File: config.mk
export PLATFORM = sky130hd
export DESIGN_NAME = acs_capability_regs
export DESIGN_NICKNAME = d
export VERILOG_FILES = /design/src/rtl/acs_capability_regs.v /design/src/rtl/strap_sync.v /design/src/rtl/apb_decode.v
export VERILOG_INCLUDE_DIRS = /design/src /design/src/rtl
export SDC_FILE = /design/constraint.sdc
export NUM_CORES = 1
export LEC_CHECK = 0
export BUFFER_PORTS_ARGS = -buffer_cell sky130_fd_sc_hd__buf_2
export CAP_MARGIN = 10
export CORE_MARGIN = 4
export CORE_UTILIZATION = 45
export CTS_BUF_LIST = sky130_fd_sc_hd__clkbuf_2 sky130_fd_sc_hd__clkbuf_4 sky130_fd_sc_hd__clkbuf_8
export DETAILED_ROUTE_END_ITERATION = 8
export GPL_TIMING_DRIVEN = 0
export PLACE_DENSITY = 0.72
export SLEW_MARGIN = 20
export SYNTH_ARGS = -nofsm -noshare
export SYNTH_HDL_FRONTEND = slang
export SYNTH_SLANG_ARGS = --single-unit
export TNS_END_PERCENT = 10
File: constraint.sdc
create_clock -name pclk -period 3.8 [get_ports pclk]
set_input_delay 0.57 -clock pclk [delete_from_list [all_inputs] [get_ports pclk]]
set_output_delay 0.57 -clock pclk [all_outputs]
set_load 0.01 [all_outputs]
File: src/rtl/isolation_defs.vh
// Constants for the port isolation capability register bank
// Operation
// Header low half reads fixed structure code
// Header bits 19:16 read fixed version one
// Header top twelve bits: lockable chain link
// Cap bit 0: source validation support
// Cap bit 1: translation blocking support
// Cap bit 2: request redirect support
// Cap bit 3: completion redirect support
// Cap bit 4: upstream forwarding support
// Cap bit 5: egress control support
// Cap bit 6: direct translated traffic support
// Cap bits 15:8: egress vector size
// Vector size sixteen means eight ports
// Software ignores size when egress bit clear
// Downstream enables stay writable regardless of caps
// Bit 7 and unused bits read zero
// Lockable fields written only while lock open
`ifndef ISOLATION_DEFS_VH
`define ISOLATION_DEFS_VH

// Register byte offsets
`define OFS_EXT_HEADER 12'h320
`define OFS_FEATURE_CAPS 12'h324
`define OFS_FEATURE_ENABLES 12'h32c
`define OFS_BANK_STATUS 12'h338
`define OFS_LOCK_CTRL 12'h33c

// Header fields
`define HDR_IDENT_LSB 0
`define HDR_IDENT_MSB 15
`define HDR_REV_LSB 16
`define HDR_REV_MSB 19
`define HDR_LINK_LSB 20
`define HDR_LINK_MSB 31
`define STRUCTURE_IDENT_VAL 16'h000d
`define STRUCTURE_REVISION_VAL 4'h1
`define CHAIN_LINK_RESET 12'h000

// Capability fields
`define CAP_FEATURE_COUNT 7
`define CAP_RSVD_BIT 7
`define CAP_SIZE_LSB 8
`define CAP_SIZE_MSB 15
`define CAP_FEATURE_RESET 7'h7f
`define CAP_SIZE_RESET 8'h10
`define CAP_EGRESS_BIT 5

// Enable and lock fields
`define ENABLES_RESET 7'h00
`define LOCK_OPEN_BIT 0
`define LOCK_RESET 1'b0

// Status fields
`define STAT_UPSTREAM_BIT 0
`define STAT_LOCK_OPEN_BIT 1
`define STAT_ROLE_VALID_BIT 2

// Edges after reset release before the role strap is taken
`define STRAP_SETTLE_EDGES 2'h2

`endif

File: src/rtl/acs_capability_regs.v
// Port isolation capability registers behind an APB slave
//
// Local design decision: the APB interface to the registers.
`timescale 1ns/1ps
`include "isolation_defs.vh"

module acs_capability_regs #(
  parameter FEATURES = `CAP_FEATURE_COUNT
) (
  input wire pclk,
  input wire presetn,
  input wire psel,
  input wire penable,
  input wire pwrite,
  input wire [11:0] paddr,
  input wire [31:0] pwdata,
  input wire [3:0] pstrb,
  output reg [31:0] prdata,
  output wire pready,
  output wire pslverr,
  input wire port_upstream_pin,
  input wire init_load_active,
  output reg [FEATURES-1:0] feature_caps,
  output reg [FEATURES-1:0] feature_enables,
  output reg [7:0] egress_vector_size,
  output reg [7:0] egress_port_limit,
  output reg egress_size_valid,
  output reg port_is_upstream
);

  wire setup_phase;
  wire wr_commit;
  wire [4:0] reg_hit;
  wire strap_value;
  wire strap_valid;
  wire [31:0] wmask;
  wire lock_open;
  wire down_port;
  wire lockable_wr;

  reg [11:0] chain_link_reg;
  reg [11:0] chain_link_next;
  reg [FEATURES-1:0] cap_feature_reg;
  reg [7:0] cap_size_reg;
  reg [7:0] cap_size_next;
  reg [FEATURES-1:0] enable_reg;
  reg lock_reg;
  reg [31:0] rd_mux;
  reg [31:0] hdr_word;
  reg [31:0] cap_word;
  reg [31:0] en_word;
  reg [31:0] stat_word;

  // Per-bit reset images of the support and enable fields
  localparam [FEATURES-1:0] CAP_RST = `CAP_FEATURE_RESET;
  localparam [FEATURES-1:0] EN_RST = `ENABLES_RESET;

  // Bus front end
  apb_decode u_decode (
    .psel(psel),
    .penable(penable),
    .pwrite(pwrite),
    .paddr(paddr),
    .pready(pready),
    .pslverr(pslverr),
    .setup_phase(setup_phase),
    .wr_commit(wr_commit),
    .reg_hit(reg_hit)
  );

  // Port role strap, taken once after reset release
  strap_sync u_strap (
    .pclk(pclk),
    .presetn(presetn),
    .strap_pin(port_upstream_pin),
    .strap_value(strap_value),
    .strap_valid(strap_valid)
  );

  // Byte strobes widened to a bit mask
  assign wmask = {{8{pstrb[3]}}, {8{pstrb[2]}}, {8{pstrb[1]}}, {8{pstrb[0]}}};

  // Lock opens for the serial loader or by software unlock
  assign lock_open = lock_reg | init_load_active;
  // Until the role is known, treat the port as neither side
  assign down_port = strap_valid & ~strap_value;
  // Only a committed write with the lock open reaches lockable bits
  assign lockable_wr = wr_commit & lock_open;

  // Chain link merges write data under the byte mask
  always @* begin
    chain_link_next = chain_link_reg;
    if (lockable_wr && reg_hit[0]) begin
      chain_link_next = (chain_link_reg & ~wmask[`HDR_LINK_MSB:`HDR_LINK_LSB]) |
        (pwdata[`HDR_LINK_MSB:`HDR_LINK_LSB] & wmask[`HDR_LINK_MSB:`HDR_LINK_LSB]);
    end
  end

  // Chain link offset; zero ends the chain
  always @(posedge pclk or negedge presetn) begin
    if (!presetn) begin
      chain_link_reg <= `CHAIN_LINK_RESET;
    end else begin
      chain_link_reg <= chain_link_next;
    end
  end

  // One support bit and one enable bit per feature
  genvar gi;
  generate
    for (gi = 0; gi < FEATURES; gi = gi + 1) begin : g_feature
      // Support bit: lockable on downstream ports only
      always @(posedge pclk or negedge presetn) begin
        if (!presetn) begin
          cap_feature_reg[gi] <= CAP_RST[gi];
        end else if (lockable_wr && reg_hit[1] && down_port && pstrb[0]) begin
          cap_feature_reg[gi] <= pwdata[gi];
        end
      end

      // Enable bit ignores the support bit on purpose
      always @(posedge pclk or negedge presetn) begin
        if (!presetn) begin
          enable_reg[gi] <= EN_RST[gi];
        end else if (wr_commit && reg_hit[2] && down_port && pstrb[0]) begin
          enable_reg[gi] <= pwdata[gi];
        end
      end
    end
  endgenerate

  // Vector size write, upper byte of the lower half word
  always @* begin
    cap_size_next = cap_size_reg;
    if (lockable_wr && reg_hit[1] && down_port && pstrb[1]) begin
      cap_size_next = pwdata[`CAP_SIZE_MSB:`CAP_SIZE_LSB];
    end
  end

  // Vector size storage, downstream default sixteen
  always @(posedge pclk or negedge presetn) begin
    if (!presetn) begin
      cap_size_reg <= `CAP_SIZE_RESET;
    end else begin
      cap_size_reg <= cap_size_next;
    end
  end

  // Software unlock; the lock register itself is always writable
  always @(posedge pclk or negedge presetn) begin
    if (!presetn) begin
      lock_reg <= `LOCK_RESET;
    end else if (wr_commit && reg_hit[4] && pstrb[0]) begin
      lock_reg <= pwdata[`LOCK_OPEN_BIT];
    end
  end

  // Read words; upstream masks every support field to zero
  always @* begin
    hdr_word = 32'h00000000;
    hdr_word[`HDR_IDENT_MSB:`HDR_IDENT_LSB] = `STRUCTURE_IDENT_VAL;
    hdr_word[`HDR_REV_MSB:`HDR_REV_LSB] = `STRUCTURE_REVISION_VAL;
    hdr_word[`HDR_LINK_MSB:`HDR_LINK_LSB] = chain_link_reg;
    // Bit 7 and bits above 15 stay zero
    cap_word = 32'h00000000;
    if (down_port) begin
      cap_word[FEATURES-1:0] = cap_feature_reg;
      cap_word[`CAP_SIZE_MSB:`CAP_SIZE_LSB] = cap_size_reg;
    end
    en_word = 32'h00000000;
    if (down_port) begin
      en_word[FEATURES-1:0] = enable_reg;
    end
    stat_word = 32'h00000000;
    stat_word[`STAT_UPSTREAM_BIT] = strap_valid & strap_value;
    stat_word[`STAT_LOCK_OPEN_BIT] = lock_open;
    stat_word[`STAT_ROLE_VALID_BIT] = strap_valid;
  end

  // Address mux; unmapped reads return zero
  always @* begin
    case (reg_hit)
      5'h01: rd_mux = hdr_word;
      5'h02: rd_mux = cap_word;
      5'h04: rd_mux = en_word;
      5'h08: rd_mux = stat_word;
      5'h10: rd_mux = {31'h00000000, lock_reg};
      default: rd_mux = 32'h00000000;
    endcase
  end

  // Read data is captured in setup, so it is stable through access
  always @(posedge pclk or negedge presetn) begin
    if (!presetn) begin
      prdata <= 32'h00000000;
    end else if (setup_phase) begin
      prdata <= rd_mux;
    end
  end

  // Registered views of the effective state for the switch core
  always @(posedge pclk or negedge presetn) begin
    if (!presetn) begin
      feature_caps <= {FEATURES{1'b0}};
      feature_enables <= {FEATURES{1'b0}};
      egress_vector_size <= 8'h00;
      egress_port_limit <= 8'h00;
      egress_size_valid <= 1'b0;
      port_is_upstream <= 1'b0;
    end else begin
      feature_caps <= down_port ? cap_feature_reg : {FEATURES{1'b0}};
      feature_enables <= down_port ? enable_reg : {FEATURES{1'b0}};
      egress_vector_size <= down_port ? cap_size_reg : 8'h00;
      // Two vector bits per port, so sixteen gives eight ports
      egress_port_limit <= down_port ? {1'b0, cap_size_reg[7:1]} : 8'h00;
      // Size is only meaningful with egress support present
      egress_size_valid <= down_port & cap_feature_reg[`CAP_EGRESS_BIT];
      port_is_upstream <= strap_valid & strap_value;
    end
  end

endmodule

File: src/rtl/strap_sync.v
// Role strap synchroniser and one-time capture after reset
`timescale 1ns/1ps
`include "isolation_defs.vh"

module strap_sync (
  input wire pclk,
  input wire presetn,
  input wire strap_pin,
  output reg strap_value,
  output reg strap_valid
);

  reg meta_reg;
  reg sync_reg;
  reg [1:0] settle_reg;

  // Two flops; only sync_reg looks at meta_reg
  always @(posedge pclk or negedge presetn) begin
    if (!presetn) begin
      meta_reg <= 1'b0;
      sync_reg <= 1'b0;
    end else begin
      meta_reg <= strap_pin;
      sync_reg <= meta_reg;
    end
  end

  // Capture once, after the synchroniser has filled past reset
  always @(posedge pclk or negedge presetn) begin
    if (!presetn) begin
      settle_reg <= 2'h0;
      strap_value <= 1'b0;
      strap_valid <= 1'b0;
    end else if (!strap_valid) begin
      if (settle_reg == `STRAP_SETTLE_EDGES) begin
        strap_value <= sync_reg;
        strap_valid <= 1'b1;
      end else begin
        settle_reg <= settle_reg + 2'h1;
      end
    end
  end

endmodule

File: src/rtl/apb_decode.v
// APB address decode, handshake and error answer
`timescale 1ns/1ps
`include "isolation_defs.vh"

module apb_decode (
  input wire psel,
  input wire penable,
  input wire pwrite,
  input wire [11:0] paddr,
  output wire pready,
  output wire pslverr,
  output wire setup_phase,
  output wire wr_commit,
  output wire [4:0] reg_hit
);

  // One-hot select: header, caps, enables, status, lock
  assign reg_hit[0] = (paddr == `OFS_EXT_HEADER);
  assign reg_hit[1] = (paddr == `OFS_FEATURE_CAPS);
  assign reg_hit[2] = (paddr == `OFS_FEATURE_ENABLES);
  assign reg_hit[3] = (paddr == `OFS_BANK_STATUS);
  assign reg_hit[4] = (paddr == `OFS_LOCK_CTRL);

  // No wait states: every access completes in its first access cycle
  assign pready = 1'b1;
  assign setup_phase = psel & ~penable;
  // Unmapped addresses answer with an error and change nothing
  assign pslverr = psel & penable & ~(|reg_hit);
  assign wr_commit = psel & penable & pwrite & (|reg_hit);

endmodule

==> After elaboration in Yosys (flattened, before gate mapping) <==
Index checks and enable logic that the tools add are counted.
{ "totals": {"input_bits": 55, "register_bits": 104, "output_inout_bits": 66, "wordCells": 80} }
{ "classes": {"mux": 7, "n_eq_ne": 11, "n_addsub": 1, "n_reduce_logical": 13, "bitwise_logic": 19} }
{ "ops": {"columns": ["op", "count"], "rows": [
  ["$pmux W32 S5", 1],
  ["$eq A12 B10 Y1 const B", 5],
  ["$and A12 B12 Y12", 2],
  ["$mux W7", 3],
  ["$not A12 Y12", 1],
  ["$or A12 B12 Y12", 1],
  ["$logic_and A1 B1 Y1", 10],
  ["$and A1 B1 Y1", 9],
  ["$mux W8", 1],
  ["$eq A5 B1 Y1 const B", 1],
  ["$eq A5 B2 Y1 const B", 1],
  ["$eq A5 B3 Y1 const B", 1],
  ["$eq A5 B4 Y1 const B", 1],
  ["$eq A5 B5 Y1 const B", 1],
  ["$not A1 Y1", 5],
  ["$reduce_or A5 Y1", 1],
  ["$reduce_and A2 Y1", 2],
  ["$add A2 B1 Y2 const B", 1],
  ["$eq A2 B2 Y1 const B", 1],
  ["$mux W1", 2],
  ["$or A1 B1 Y1", 1]
]} }

==> Longest topological paths before layout <==
Gate-level depths: netlist of the first run.
{ "depth": {"ltp_word": 7, "ltp_mapped": 6, "ltp_nobuf": 5} }

==> Modules after synthesis <==
From an unflattened synthesis of the first run, not the netlist that was laid out.
{ "unflattened": {"hier_cells": 296, "area_unflattened_um2": 3867.5} }
{ "by_module_without_submodules": {"columns": ["mod", "cells_per_inst", "area_each_um2", "n_inst", "seq_area_each_um2"], "rows": [
  ["acs_capability_regs", 259, 3495.9, 1, 2162.1],
  ["strap_sync", 14, 234.0, 1, 150.1],
  ["apb_decode", 23, 137.6, 1, 0.0]
]} }

==> Worst setup path after synthesis of the first run <==
OpenSTA, ideal clock, no wires.
{ "synth_path": {"path_type": "input-to-reg", "startpoint": "input port paddr[11]", "endpoint": "register enable_reg[0]", "path_slack_ps": 1507, "arrival_time_ps": 2168, "stages": 6, "n_path_buf": 2, "required_time_ps": 3675, "cell_sequence": "or4_1 > buf_2 > nor4_1 > and4_1 > buf_4 > mux2_2"} }
{ "synth_via": {"elab_chain_len": 6, "elab_cells_between_ends": 10} }
{ "synth_rtl": {"columns": ["element", "line", "text"], "rows": [
  ["start: declaration", "acs_capability_regs.v:15", "input wire [11:0] paddr,"],
  ["$eq A12 B10 Y1 (no line)", null, null],
  ["$reduce_or A5 Y1", "apb_decode.v:29", "assign wr_commit = psel & penable & pwrite & (|reg_hit);"],
  ["$and A1 B1 Y1", "apb_decode.v:29", null],
  ["$logic_and A1 B1 Y1 (*) (3 in series)", "acs_capability_regs.v:125", "end else if (wr_commit && reg_hit[2] && down_port && pstrb[0]) begin"],
  ["end signal: indexed assignment", "acs_capability_regs.v:124", "enable_reg[gi] <= EN_RST[gi];"],
  ["end signal: indexed assignment", "acs_capability_regs.v:126", "enable_reg[gi] <= pwdata[gi];"],
  ["end: declaration", "acs_capability_regs.v:46", "reg [FEATURES-1:0] enable_reg;"]
]} }
Every way passes the cells marked *; elsewhere a longest branch is shown, timed or not.
A chain may end at the register's enable or synchronous reset.

==> Worst setup path in the final report of the first run <==
{ "layout_path": {"startpoint": "input port paddr[11]", "endpoint": "output port pslverr"} }
{ "layout_via": {"elab_chain_len": 4, "elab_cells_between_ends": 8} }
{ "layout_rtl": {"columns": ["element", "line", "text"], "rows": [
  ["$eq A12 B10 Y1 (no line)", null, null],
  ["$reduce_or A5 Y1 (*)", "apb_decode.v:28", "assign pslverr = psel & penable & ~(|reg_hit);"],
  ["$not A1 Y1 (*)", "apb_decode.v:28", null],
  ["$and A1 B1 Y1 (*)", "apb_decode.v:28", null],
  ["end: declaration", "acs_capability_regs.v:20", "output wire pslverr,"]
]} }
Marks and branches as above.

==> reports/metrics.yaml, run 1 <==
pwr:
  cellLeakagePower_nw: 2.521
  power_mw: 1.810
  power_switching_share: 0.2181
  vdd.ir_drop.worst_v: 0.0001709
  power.share.sequential: 0.543
  power_per_cell_area_nw_per_um2: 388.1
  power_frac_clock: 0.406
  power.internal_mw: 1.415
  power.net_switching_mw: 0.3946
  comb_power_share: 0.052
yosys:
  synth_compound_area_frac: 0.08104
  synth-async-reset-ratio: 1.000
  synthesis.yosys.warnings: 0
  post_synth_num_cell_types: 40
  sequential_element_share_of_the_synthesized_area: 0.6214
  post_synth_and_or_nand_nor_area_fraction: 0.1194
  synth-seq-cells: 92
  postSynthCellCount: 277
  post-synth-top-area-fraction: 0.5649
  synth_enable_flop_cells: 0
  yosys.area_share.xor_xnor: 0.002354
  synth.mux.area_fraction: 0.1224
  synth_top_family_by_area: "multiplexers"
  dominantRegCellSynth: "dfrtp_1"
  synth_area_per_cell_um2: 13.43
  synth_area_um2: 3721
  synth.area.top_cells: "dfrtp_1 56%, mux2_2 11%, dfstp_2 5.6%"
  synth_fa_ha_area_frac: 0.003362
  netlist.top_cell.by_area: "dfrtp_1"
layout:
  layout-area-overhead-vs-synth_pct: 25.32
  layout-drive-gt1-share: 0.4852
  final_net_count: 457
  antennaDiodeCount: 0
  layout_commonest_cell: "buf_2"
  layout.cells.most_common_list: "109 x buf_2, 84 x dfrtp_1, 36 x mux2_2"
job:
  drv_cap: 0
timing:
  timing_worst_slew_pin_value_ns: 0.5782
  final-max-slew-violation-count: 0
  finalCriticalPeriod_ns: 2.675
  fin_skew_ns: 0.008429
  finalHoldViolations: 0
  unrepaired_setup_endpoints_after_global_routing: "false"
  finalWorstSetupSlack_ns: 1.125
  worst_slew_margin_rel: 0.6145
  timing.setup.tns_ns: 0
  max_clk_rate_mhz: 373.9
  setup_viol: 0
  post-route-period-util: 0.7038
clocking:
  cts_num_sinks: 92
  cts-root-to-sink-buffers: 2
  holdBufCountCts: 0
  clock_latency_ns: 0.35
  ctsRootBufferMaster: "clkbuf_8"
  post_cts_resized: 0
  htreeDepth: 3
  clk_pin_slew_worst_setup_hold_paths_ns: 0.09
  cts_setup_buffers: 0
  cts_tree: "built"
  cts_buffers: 9
global_route:
  grt_pass1_vias: 2607
  globalRouteOverflowTotal: 0
  grt_max_degree: 50
  antenna_found_initial: 0
  groute.usage.overall: 0.1685
  grt_pass1_wl_um: 12890
hold_path:
  worstHoldPathType: "input pin to async pin"
critical_path:
  slowest_stage: "or4_1"
  reg2reg_to: "cap_size_reg[6]"
  crit_arrival_ns: 2.10
  timing.critical_path.cells: "buf_2 -> or4_1 -> buf_2 -> nor3_1 -> nand2_1 -> and3_1 -> buf_2"
  critical_path.endpoint: "pslverr"
  flop_to_flop_setup_slack_ns: 1.79
  cp-start-kind: "input pin"
  launch_point_of_the_worst_path: "paddr[11]"
  cp.required_ns: 3.23
  cell_count_of_the_worst_reg_to_reg_path: 4
  cp_common_cell: "buf_2"
  criticalPathCategory: "input pin to output pin"
  timing.critical_path.to_type: "output pin"
  path_max_fanout: 6
  crit-reg2reg-launch: "u_strap.strap_valid"
  maximum_cell_stage_delay_along_the_critical_path_ns: 0.52
die:
  core-area_um2: 7888
  row_count: 32
  floorplan.io_pins: 121
  die_width_um: 98.94
  dieArea_um2: 9788
  overall_die_height_um: 98.94
  start_util: 0.4718
routing:
  drt_pass1_iterations: 4
  drc: 0
  routed_wirelength_um: 7930
  initialDrtViolationCount: 57
  vias: 2540
  drt-vias-per-instance: 5.000
  wire_per_inst_um: 15.61
  post_route_antenna_net_violation_count: 0
place:
  portbufs: 108
  placement.setup.worst_slack_ns: 1.135
  place.gp.congestion: 0.8900
  place_hpwl_um: 6031
run_status:
  outcome: "finished clean"
final cells by class:
cell class | instances | area (um2)
Sequential cell | 92 | 2312
Inverter | 2 | 7.507
Clock inverter | 5 | 83.83
Tap cell | 102 | 127.6
Multi-Input combinational cell | 158 | 1245
Fill cell | 670 | 3224
Clock buffer | 11 | 145.1
Timing Repair Buffer | 109 | 570.5
Buffer | 29 | 171.4
power by group through the flow:
stage	Combinational, mW	Clock (mW)	Sequential, mW
after floorplan	0.0339	0	1.00
after global placement	0.0904	0	1.00
after detailed placement	0.0945	0	1.00
after global routing	0.105	0.790	0.983
after CTS	0.0947	0.749	0.982
final	0.0933	0.734	0.982
how the worst min path moves through the flow:
| stage | end | cells after the start | from |
|---|---|---|---|
| 3_5_place_dp | u_strap.sync_reg | 0 | u_strap.meta_reg |
| 2_1_floorplan | async pin | 0 | presetn |
| 5_1_grt | prdata[22] | 1 | presetn |
| 4_1_cts | async pin | 1 | presetn |
| 3_3_place_gp | u_strap.sync_reg | 0 | u_strap.meta_reg |
| 6_report | prdata[21] | 1 | presetn |
synth_stat cells (all sizes together), types with 2 or more instances:
master and count:
dfrtp 84, mux2 36, and2 25, a22o 20
buf 18, clkbuf 11, nand2 10, dfstp 8
nand3 8, o21ai 8, mux2i 5, nand4 4
nor3 4, nor4 4, and3 3, nor2b 3
o2111ai 3, or2 3, a21oi 2, conb 2
inv 2
metal layers:
layer	part of all wire	routed length, um	vias up	GRT usage
met5	0	0	-	0
met2	0.48	3834	98	0.2810
met3	0.077	610	13	0.04105
met1	0.42	3313	1223	0.2115
met4	0.022	172	0	0.06618
li1	-	-	1206	-
worst max-delay path: cells and delay by family:
family,cells,cell delay (ns)
buffers and inverters,3,0.40
AND/OR/NAND/NOR,4,1.13
logic make-up after synthesis:
family          count (synthesis)
compound gates                 39
buf+inv                        31
fa+ha+maj                       1
xor+xnor                        1
flops                          92
other cells                     2
simple gates                   70
mux                            41
stage by stage:
stage                     area [um2]    util  instances  hold slack, ns
after CTS                       4663  0.5912        508          0.2191
after global routing            4663  0.5912        508          0.2456
after floorplan                 3736       -        281          0.2744
after detailed placement        4434  0.5622        492          0.3491
final                           4663  0.5912        508          0.2129
after global placement          4404  0.5584        491          0.3336
(Power assumes the default switching activity.)
==> run 2: changes to the inputs <==
--- a/config.mk
+++ b/config.mk
@@ -13,7 +13,7 @@
 export CTS_BUF_LIST = sky130_fd_sc_hd__clkbuf_2 sky130_fd_sc_hd__clkbuf_4 sky130_fd_sc_hd__clkbuf_8
 export DETAILED_ROUTE_END_ITERATION = 8
 export GPL_TIMING_DRIVEN = 0
-export PLACE_DENSITY = 0.72
+export PLACE_DENSITY = 0.75
 export SLEW_MARGIN = 20
 export SYNTH_ARGS = -nofsm -noshare
 export SYNTH_HDL_FRONTEND = slang
==> constraint.sdc (replaced) <==
create_clock -name pclk -period 2.41 [get_ports pclk]
set_input_delay 0.3615 -clock pclk [delete_from_list [all_inputs] [get_ports pclk]]
set_output_delay 0.3615 -clock pclk [all_outputs]
set_load 0.01 [all_outputs]
==> reports/metrics.yaml, run 2 (synthesis gave the netlist of run 1 again) <==
run_status:
  outcome: "finished clean"
die:
  die_width_um: 98.94  # unchanged
  overall_die_height_um: 98.94  # unchanged
  start_util: 0.4718  # unchanged
  floorplan.io_pins: 121  # unchanged
  row_count: 32  # unchanged
  core-area_um2: 7888  # unchanged
  dieArea_um2: 9788  # unchanged
global_route:
  globalRouteOverflowTotal: 0  # unchanged
  grt_pass1_vias: 2612  # +0.19%
  groute.usage.overall: 0.1714  # +0.002869
  grt_pass1_wl_um: 13140  # +1.9%
  grt_max_degree: 57  # +14%
  antenna_found_initial: 0  # unchanged
routing:
  wl_met1_um: 3453  # +4.2%
  highest-signal-layer: "met4"
  drt_pass1_iterations: 5  # +1
  initialDrtViolationCount: 74  # +30%
  wire_per_inst_um: 15.76  # +0.96%
  drt-vias-per-instance: 5.029  # +0.59%
  routed_wirelength_um: 8022  # +1.2%
  routed-wl-met3_um: 632  # +3.6%
  post_route_antenna_net_violation_count: 0  # unchanged
  vias: 2560  # +0.79%
  drc: 0  # unchanged
  route.met2.wl_um: 3800  # -0.89%
clocking:
  clk_pin_slew_worst_setup_hold_paths_ns: 0.09  # about the same
  cts-root-to-sink-buffers: 2  # unchanged
  htreeDepth: 3  # unchanged
  post_cts_resized: 0  # unchanged
  cts_buffers: 9  # unchanged
  cts_setup_buffers: 0  # unchanged
  holdBufCountCts: 1  # +1
  cts_num_sinks: 92  # unchanged
  clock_latency_ns: 0.35  # about the same
  ctsRootBufferMaster: "clkbuf_8"
  cts_tree: "built"
pwr:
  power_per_cell_area_nw_per_um2: 605.9  # +56%
  cellLeakagePower_nw: 2.524  # +0.13%
  vdd.ir_drop.worst_v: 0.0002489  # +46%
  power_mw: 2.826  # +56%
hold_path:
  worstHoldPathType: "input pin to flip-flop"
job:
  drv_cap: 0  # unchanged
critical_path:
  timing.critical_path.cells: "buf_2 -> or4_1 -> buf_2 -> nor3_1 -> nand2_1 -> and3_1 -> buf_2"
  cp.required_ns: 2.05  # -1.18 ns
  flop_to_flop_setup_slack_ns: 0.40  # -1.39 ns
  path_max_fanout: 6  # unchanged
  timing.critical_path.to_type: "output pin"
  cp-start-kind: "input pin"
  crit_buf_inv: 3  # unchanged
  cp_common_cell: "buf_2"
  slowest_stage: "or4_1"
  kind_of_cell_adding_the_most_delay_to_the_critical_path: "simple AND/OR/NAND/NOR gates"
  criticalPathCategory: "input pin to output pin"
  maximum_cell_stage_delay_along_the_critical_path_ns: 0.51  # about the same
  crit_arrival_ns: 1.85  # -0.25 ns
timing:
  final-max-slew-violation-count: 0  # unchanged
  post-route-period-util: 0.9183
  timing_worst_slew_pin_value_ns: 0.5897  # +0.01148 ns
  worst_slew_margin_rel: 0.6039  # -0.01068
  unrepaired_setup_endpoints_after_global_routing: "false"
  timing.setup.tns_ns: 0  # unchanged
  max_clk_rate_mhz: 451.9
  fin_skew_ns: 0.01039  # +0.001957 ns
  finalHoldViolations: 0  # unchanged
  finalCriticalPeriod_ns: 2.213
  setup_viol: 0  # unchanged
place:
  place_hpwl_um: 5968  # -1.1%
  place.gp.congestion: 0.8731  # -1.9%
  portbufs: 108  # unchanged
layout:
  antennaDiodeCount: 0  # unchanged
  layout.cells.most_common_list: "109 x buf_2, 84 x dfrtp_1, 36 x mux2_2"
  final_net_count: 458  # +0.22%
  fill_cells: 654  # -2.4%
  layout_commonest_cell: "buf_2"
  layout-area-overhead-vs-synth_pct: 25.32  # unchanged
  layout-drive-gt1-share: 0.4840  # -0.001192
run 2: metrics by stage:
stage | utilization | cell area, um2 | cells | hold slack [ns] | worst slack, ns
after floorplan | - | 3736 | 281 | 0.06591 | 0.3252
after global placement | 0.5584 | 4404 | 491 | 0.3324 | 0.05676
after detailed placement | 0.5622 | 4434 | 492 | 0.3404 | 0.03698
after CTS | 0.5912 | 4663 | 509 | 0.09930 | 0.2009
after global routing | 0.5912 | 4663 | 509 | 0.09840 | 0.03359
final | 0.5912 | 4663 | 509 | 0.1168 | 0.1969
run 2: worst paths after layout:
path                                startpoint            endpoint  cells past startpoint
min in group asynchronous              presetn       enable_reg[3]                      2
max in group asynchronous              presetn     cap_size_reg[4]                      3
hold reg to reg               u_strap.meta_reg    u_strap.sync_reg                      0
hold / removal               port_upstream_pin    u_strap.meta_reg                      1
setup reg to reg           u_strap.strap_valid  cap_feature_reg[1]                      4
setup / recovery                     paddr[11]             pslverr                      7
run 2: power by group:
part | total, mW | internal (mW) | switching [mW]
Clock | 1.13 | 0.598 | 0.529
Combinational | 0.149 | 0.0564 | 0.0929
Sequential | 1.55 | 1.55 | 0.00236
Total | 2.83 | 2.20 | 0.624
run 2: layout make-up:
class / count / area, um2 / share of cell area
multi-input cells: 158 / 1245 / 0.2670
plain buffers: 29 / 171.4 / 0.03676
clock inverters: 6 / 87.58 / 0.01878
inverters: 2 / 7.507 / 0.001610
clock buffers: 10 / 131.4 / 0.02817
well taps: 102 / 127.6 / 0.02737
flip-flops and latches: 92 / 2312 / 0.4958
repair buffers: 110 / 580.6 / 0.1245
run 2: worst reg2reg max path, delay by kind of cell (launching register included):
kind | cells | cell delay (ns)
flops | 1 | 0.46
mux | 1 | 0.37
simple gates | 3 | 1.12
run 2: layer usage:
metal  up-vias  track usage
met5         -            0
met4         0      0.06513
met3        11      0.04812
met2       100       0.2629
met1      1243       0.2319
li1       1206            -
==> run 3: changes to the inputs <==
--- a/config.mk
+++ b/config.mk
@@ -9,11 +9,12 @@
 export BUFFER_PORTS_ARGS = -buffer_cell sky130_fd_sc_hd__buf_2
 export CAP_MARGIN = 10
 export CORE_MARGIN = 4
-export CORE_UTILIZATION = 45
+export CORE_UTILIZATION = 36
 export CTS_BUF_LIST = sky130_fd_sc_hd__clkbuf_2 sky130_fd_sc_hd__clkbuf_4 sky130_fd_sc_hd__clkbuf_8
+export CTS_CLUSTER_SIZE = 14
 export DETAILED_ROUTE_END_ITERATION = 8
 export GPL_TIMING_DRIVEN = 0
-export PLACE_DENSITY = 0.75
+export PLACE_DENSITY = 0.66
 export SLEW_MARGIN = 20
 export SYNTH_ARGS = -nofsm -noshare
 export SYNTH_HDL_FRONTEND = slang
==> reports/metrics.yaml, run 3 (synthesis gave the netlist of run 1 again) <==
run_status:
  outcome: "finished clean"
pwr:
  power.internal_mw: 2.096  # -4.8%
  power.net_switching_mw: 0.6140  # -1.7%
  power_switching_share: 0.2266  # +0.005632
  power_per_cell_area_nw_per_um2: 579.0  # -4.4%
  power.share.sequential: 0.572  # +0.024
  comb_power_share: 0.055  # +0.002
  vdd.ir_drop.worst_v: 0.0002278  # -8.5%
  cellLeakagePower_nw: 2.510  # -0.55%
  power_frac_clock: 0.373  # -0.026
critical_path:
  path_max_fanout: 6  # unchanged
  criticalPathCategory: "input pin to output pin"
  cp-start-kind: "input pin"
  timing.critical_path.cells: "buf_2 -> or4_1 -> buf_2 -> nor3_1 -> nand2_1 -> and3_1 -> buf_2"
  maximum_cell_stage_delay_along_the_critical_path_ns: 0.52  # about the same
  crit_arrival_ns: 1.89  # +0.04 ns
  slowest_stage: "or4_1"
  cp_common_cell: "buf_2"
  cp.required_ns: 2.05  # about the same
  timing.critical_path.to_type: "output pin"
global_route:
  globalRouteOverflowTotal: 0  # unchanged
  grt_pass1_vias: 2612  # unchanged
  groute.usage.overall: 0.1438  # -0.02760
  antenna_found_initial: 0  # unchanged
  grt_pass1_wl_um: 12920  # -1.7%
  grt_max_degree: 50  # -12%
hold_path:
  worstHoldPathType: "input pin to flip-flop"
routing:
  drc: 0  # unchanged
  drt-vias-per-instance: 4.670  # -7.1%
  routed_wirelength_um: 8109  # +1.1%
  drt_pass1_iterations: 4  # -1
  wire_per_inst_um: 15.02  # -4.7%
  vias: 2522  # -1.5%
  post_route_antenna_net_violation_count: 0  # unchanged
  initialDrtViolationCount: 104  # +41%
timing:
  unrepaired_setup_endpoints_after_global_routing: "false"
  max_clk_rate_mhz: 444.7  # -1.6%
  finalHoldViolations: 0  # unchanged
  worst_slew_margin_rel: 0.5712  # -0.03268
  setup_viol: 0  # unchanged
  finalCriticalPeriod_ns: 2.248  # +0.03537 ns
  timing_worst_slew_pin_value_ns: 0.6383  # +0.04865 ns
  final-max-slew-violation-count: 0  # unchanged
  fin_skew_ns: 0.01153  # +0.001147 ns
  post-route-period-util: 0.9330  # +0.01467
  timing.setup.tns_ns: 0  # unchanged
  finalWorstSetupSlack_ns: 0.1615  # -0.03537 ns
layout:
  antennaDiodeCount: 0  # unchanged
  layoutNonFillerInstCount: 540  # +6.1%
  final_net_count: 458  # unchanged
  layout.cells.most_common_list: "109 x buf_2, 84 x dfrtp_1, 36 x mux2_2"
  fill_cells: 930  # +42%
  layout-drive-gt1-share: 0.4840  # unchanged
  layout_commonest_cell: "buf_2"
  postLayoutCellArea_um2: 4679  # +0.35%
  layout-area-overhead-vs-synth_pct: 25.76
clocking:
  cts-root-to-sink-buffers: 2  # unchanged
  htreeDepth: 3  # unchanged
  ctsRootBufferMaster: "clkbuf_8"
  clock_latency_ns: 0.36  # about the same
  cts_buffers: 9  # unchanged
  cts_tree: "built"
  clk_pin_slew_worst_setup_hold_paths_ns: 0.08  # about the same
  post_cts_resized: 0  # unchanged
  cts_setup_buffers: 0  # unchanged
  cts_num_sinks: 92  # unchanged
  holdBufCountCts: 1  # unchanged
die:
  overall_die_height_um: 109.7  # +11%
  die_width_um: 109.7  # +11%
  dieArea_um2: 12030  # +23%
  start_util: 0.3755  # -0.09626
  row_count: 36  # +13%
  floorplan.io_pins: 121  # unchanged
  core-area_um2: 9910  # +26%
place:
  place_hpwl_um: 6217  # +4.2%
  dpl-instance-area_um2: 4473  # +0.87%
  placement.setup.worst_slack_ns: 0.02595  # -0.01103 ns
  place.gp.congestion: 0.8250  # -5.5%
  numPlacedInstances: 523  # +6.3%
  portbufs: 108  # unchanged
job:
  drv_cap: 0  # unchanged
-- run 3: changes by cell type in the layout (fill, tap and decap cells not counted) --
cell,previous run,this run
bufinv_16,2,1
clkinvlp_4,0,1
-- run 3: area by class of cell --
type	instances	area, um2	share of cell area
Sequential cell	92	2312	0.4941
Multi-Input combinational cell	158	1245	0.2660
Timing Repair Buffer	110	580.6	0.1241
Buffer	29	171.4	0.03663
Tap cell	133	166.4	0.03556
Clock buffer	10	131.4	0.02807
Clock inverter	6	65.06	0.01390
Inverter	2	7.507	0.001604
-- run 3: worst max-delay path: cells and delay by family --
family	cells	cell delay [ns]
buffers and inverters	3	0.43
AND/OR/NAND/NOR	4	1.09
-- run 3: through the flow --
| step | hold slack [ns] | utilization | total power, mW |
|---|---|---|---|
| after floorplan | 0.06591 | - | 1.632 |
| after global placement | 0.3321 | 0.4484 | 1.721 |
| after detailed placement | 0.3535 | 0.4514 | 1.731 |
| after CTS | 0.09917 | 0.4722 | 2.749 |
| after global routing | 0.09469 | 0.4722 | 2.838 |
| final | 0.1193 | 0.4722 | 2.710 |
-- run 3: final timing paths --
kind / startpoint / slack, ns / depth (start not counted) / endpoint
hold / removal: port_upstream_pin / 0.12 / 1 / u_strap.meta_reg
setup / recovery: paddr[11] / 0.16 / 7 / pslverr
setup reg to reg: u_strap.strap_valid / 0.36 / 4 / cap_size_reg[7]
min in group asynchronous: presetn / 0.54 / 2 / feature_caps[4]
hold reg to reg: u_strap.meta_reg / 0.37 / 0 / u_strap.sync_reg
max in group asynchronous: presetn / 1.19 / 3 / cap_size_reg[4]
-- run 3: routing by layer --
metal / up-vias / wire (um) / GRT usage
met4: 0 / 133 / 0.05610
met1: 1203 / 3488 / 0.1833
met2: 91 / 3833 / 0.2284
met5: - / 0 / 0
li1: 1215 / - / -
met3: 13 / 654 / 0.04521
-- run 3: power by group through the flow --
stage                     sequential [mW]  combinational [mW]  clock [mW]
after floorplan                      1.58              0.0534           0
after global placement               1.58               0.142           0
after detailed placement             1.58               0.152           0
after CTS                            1.55               0.154        1.05
after global routing                 1.55               0.170        1.12
final                                1.55               0.150        1.01
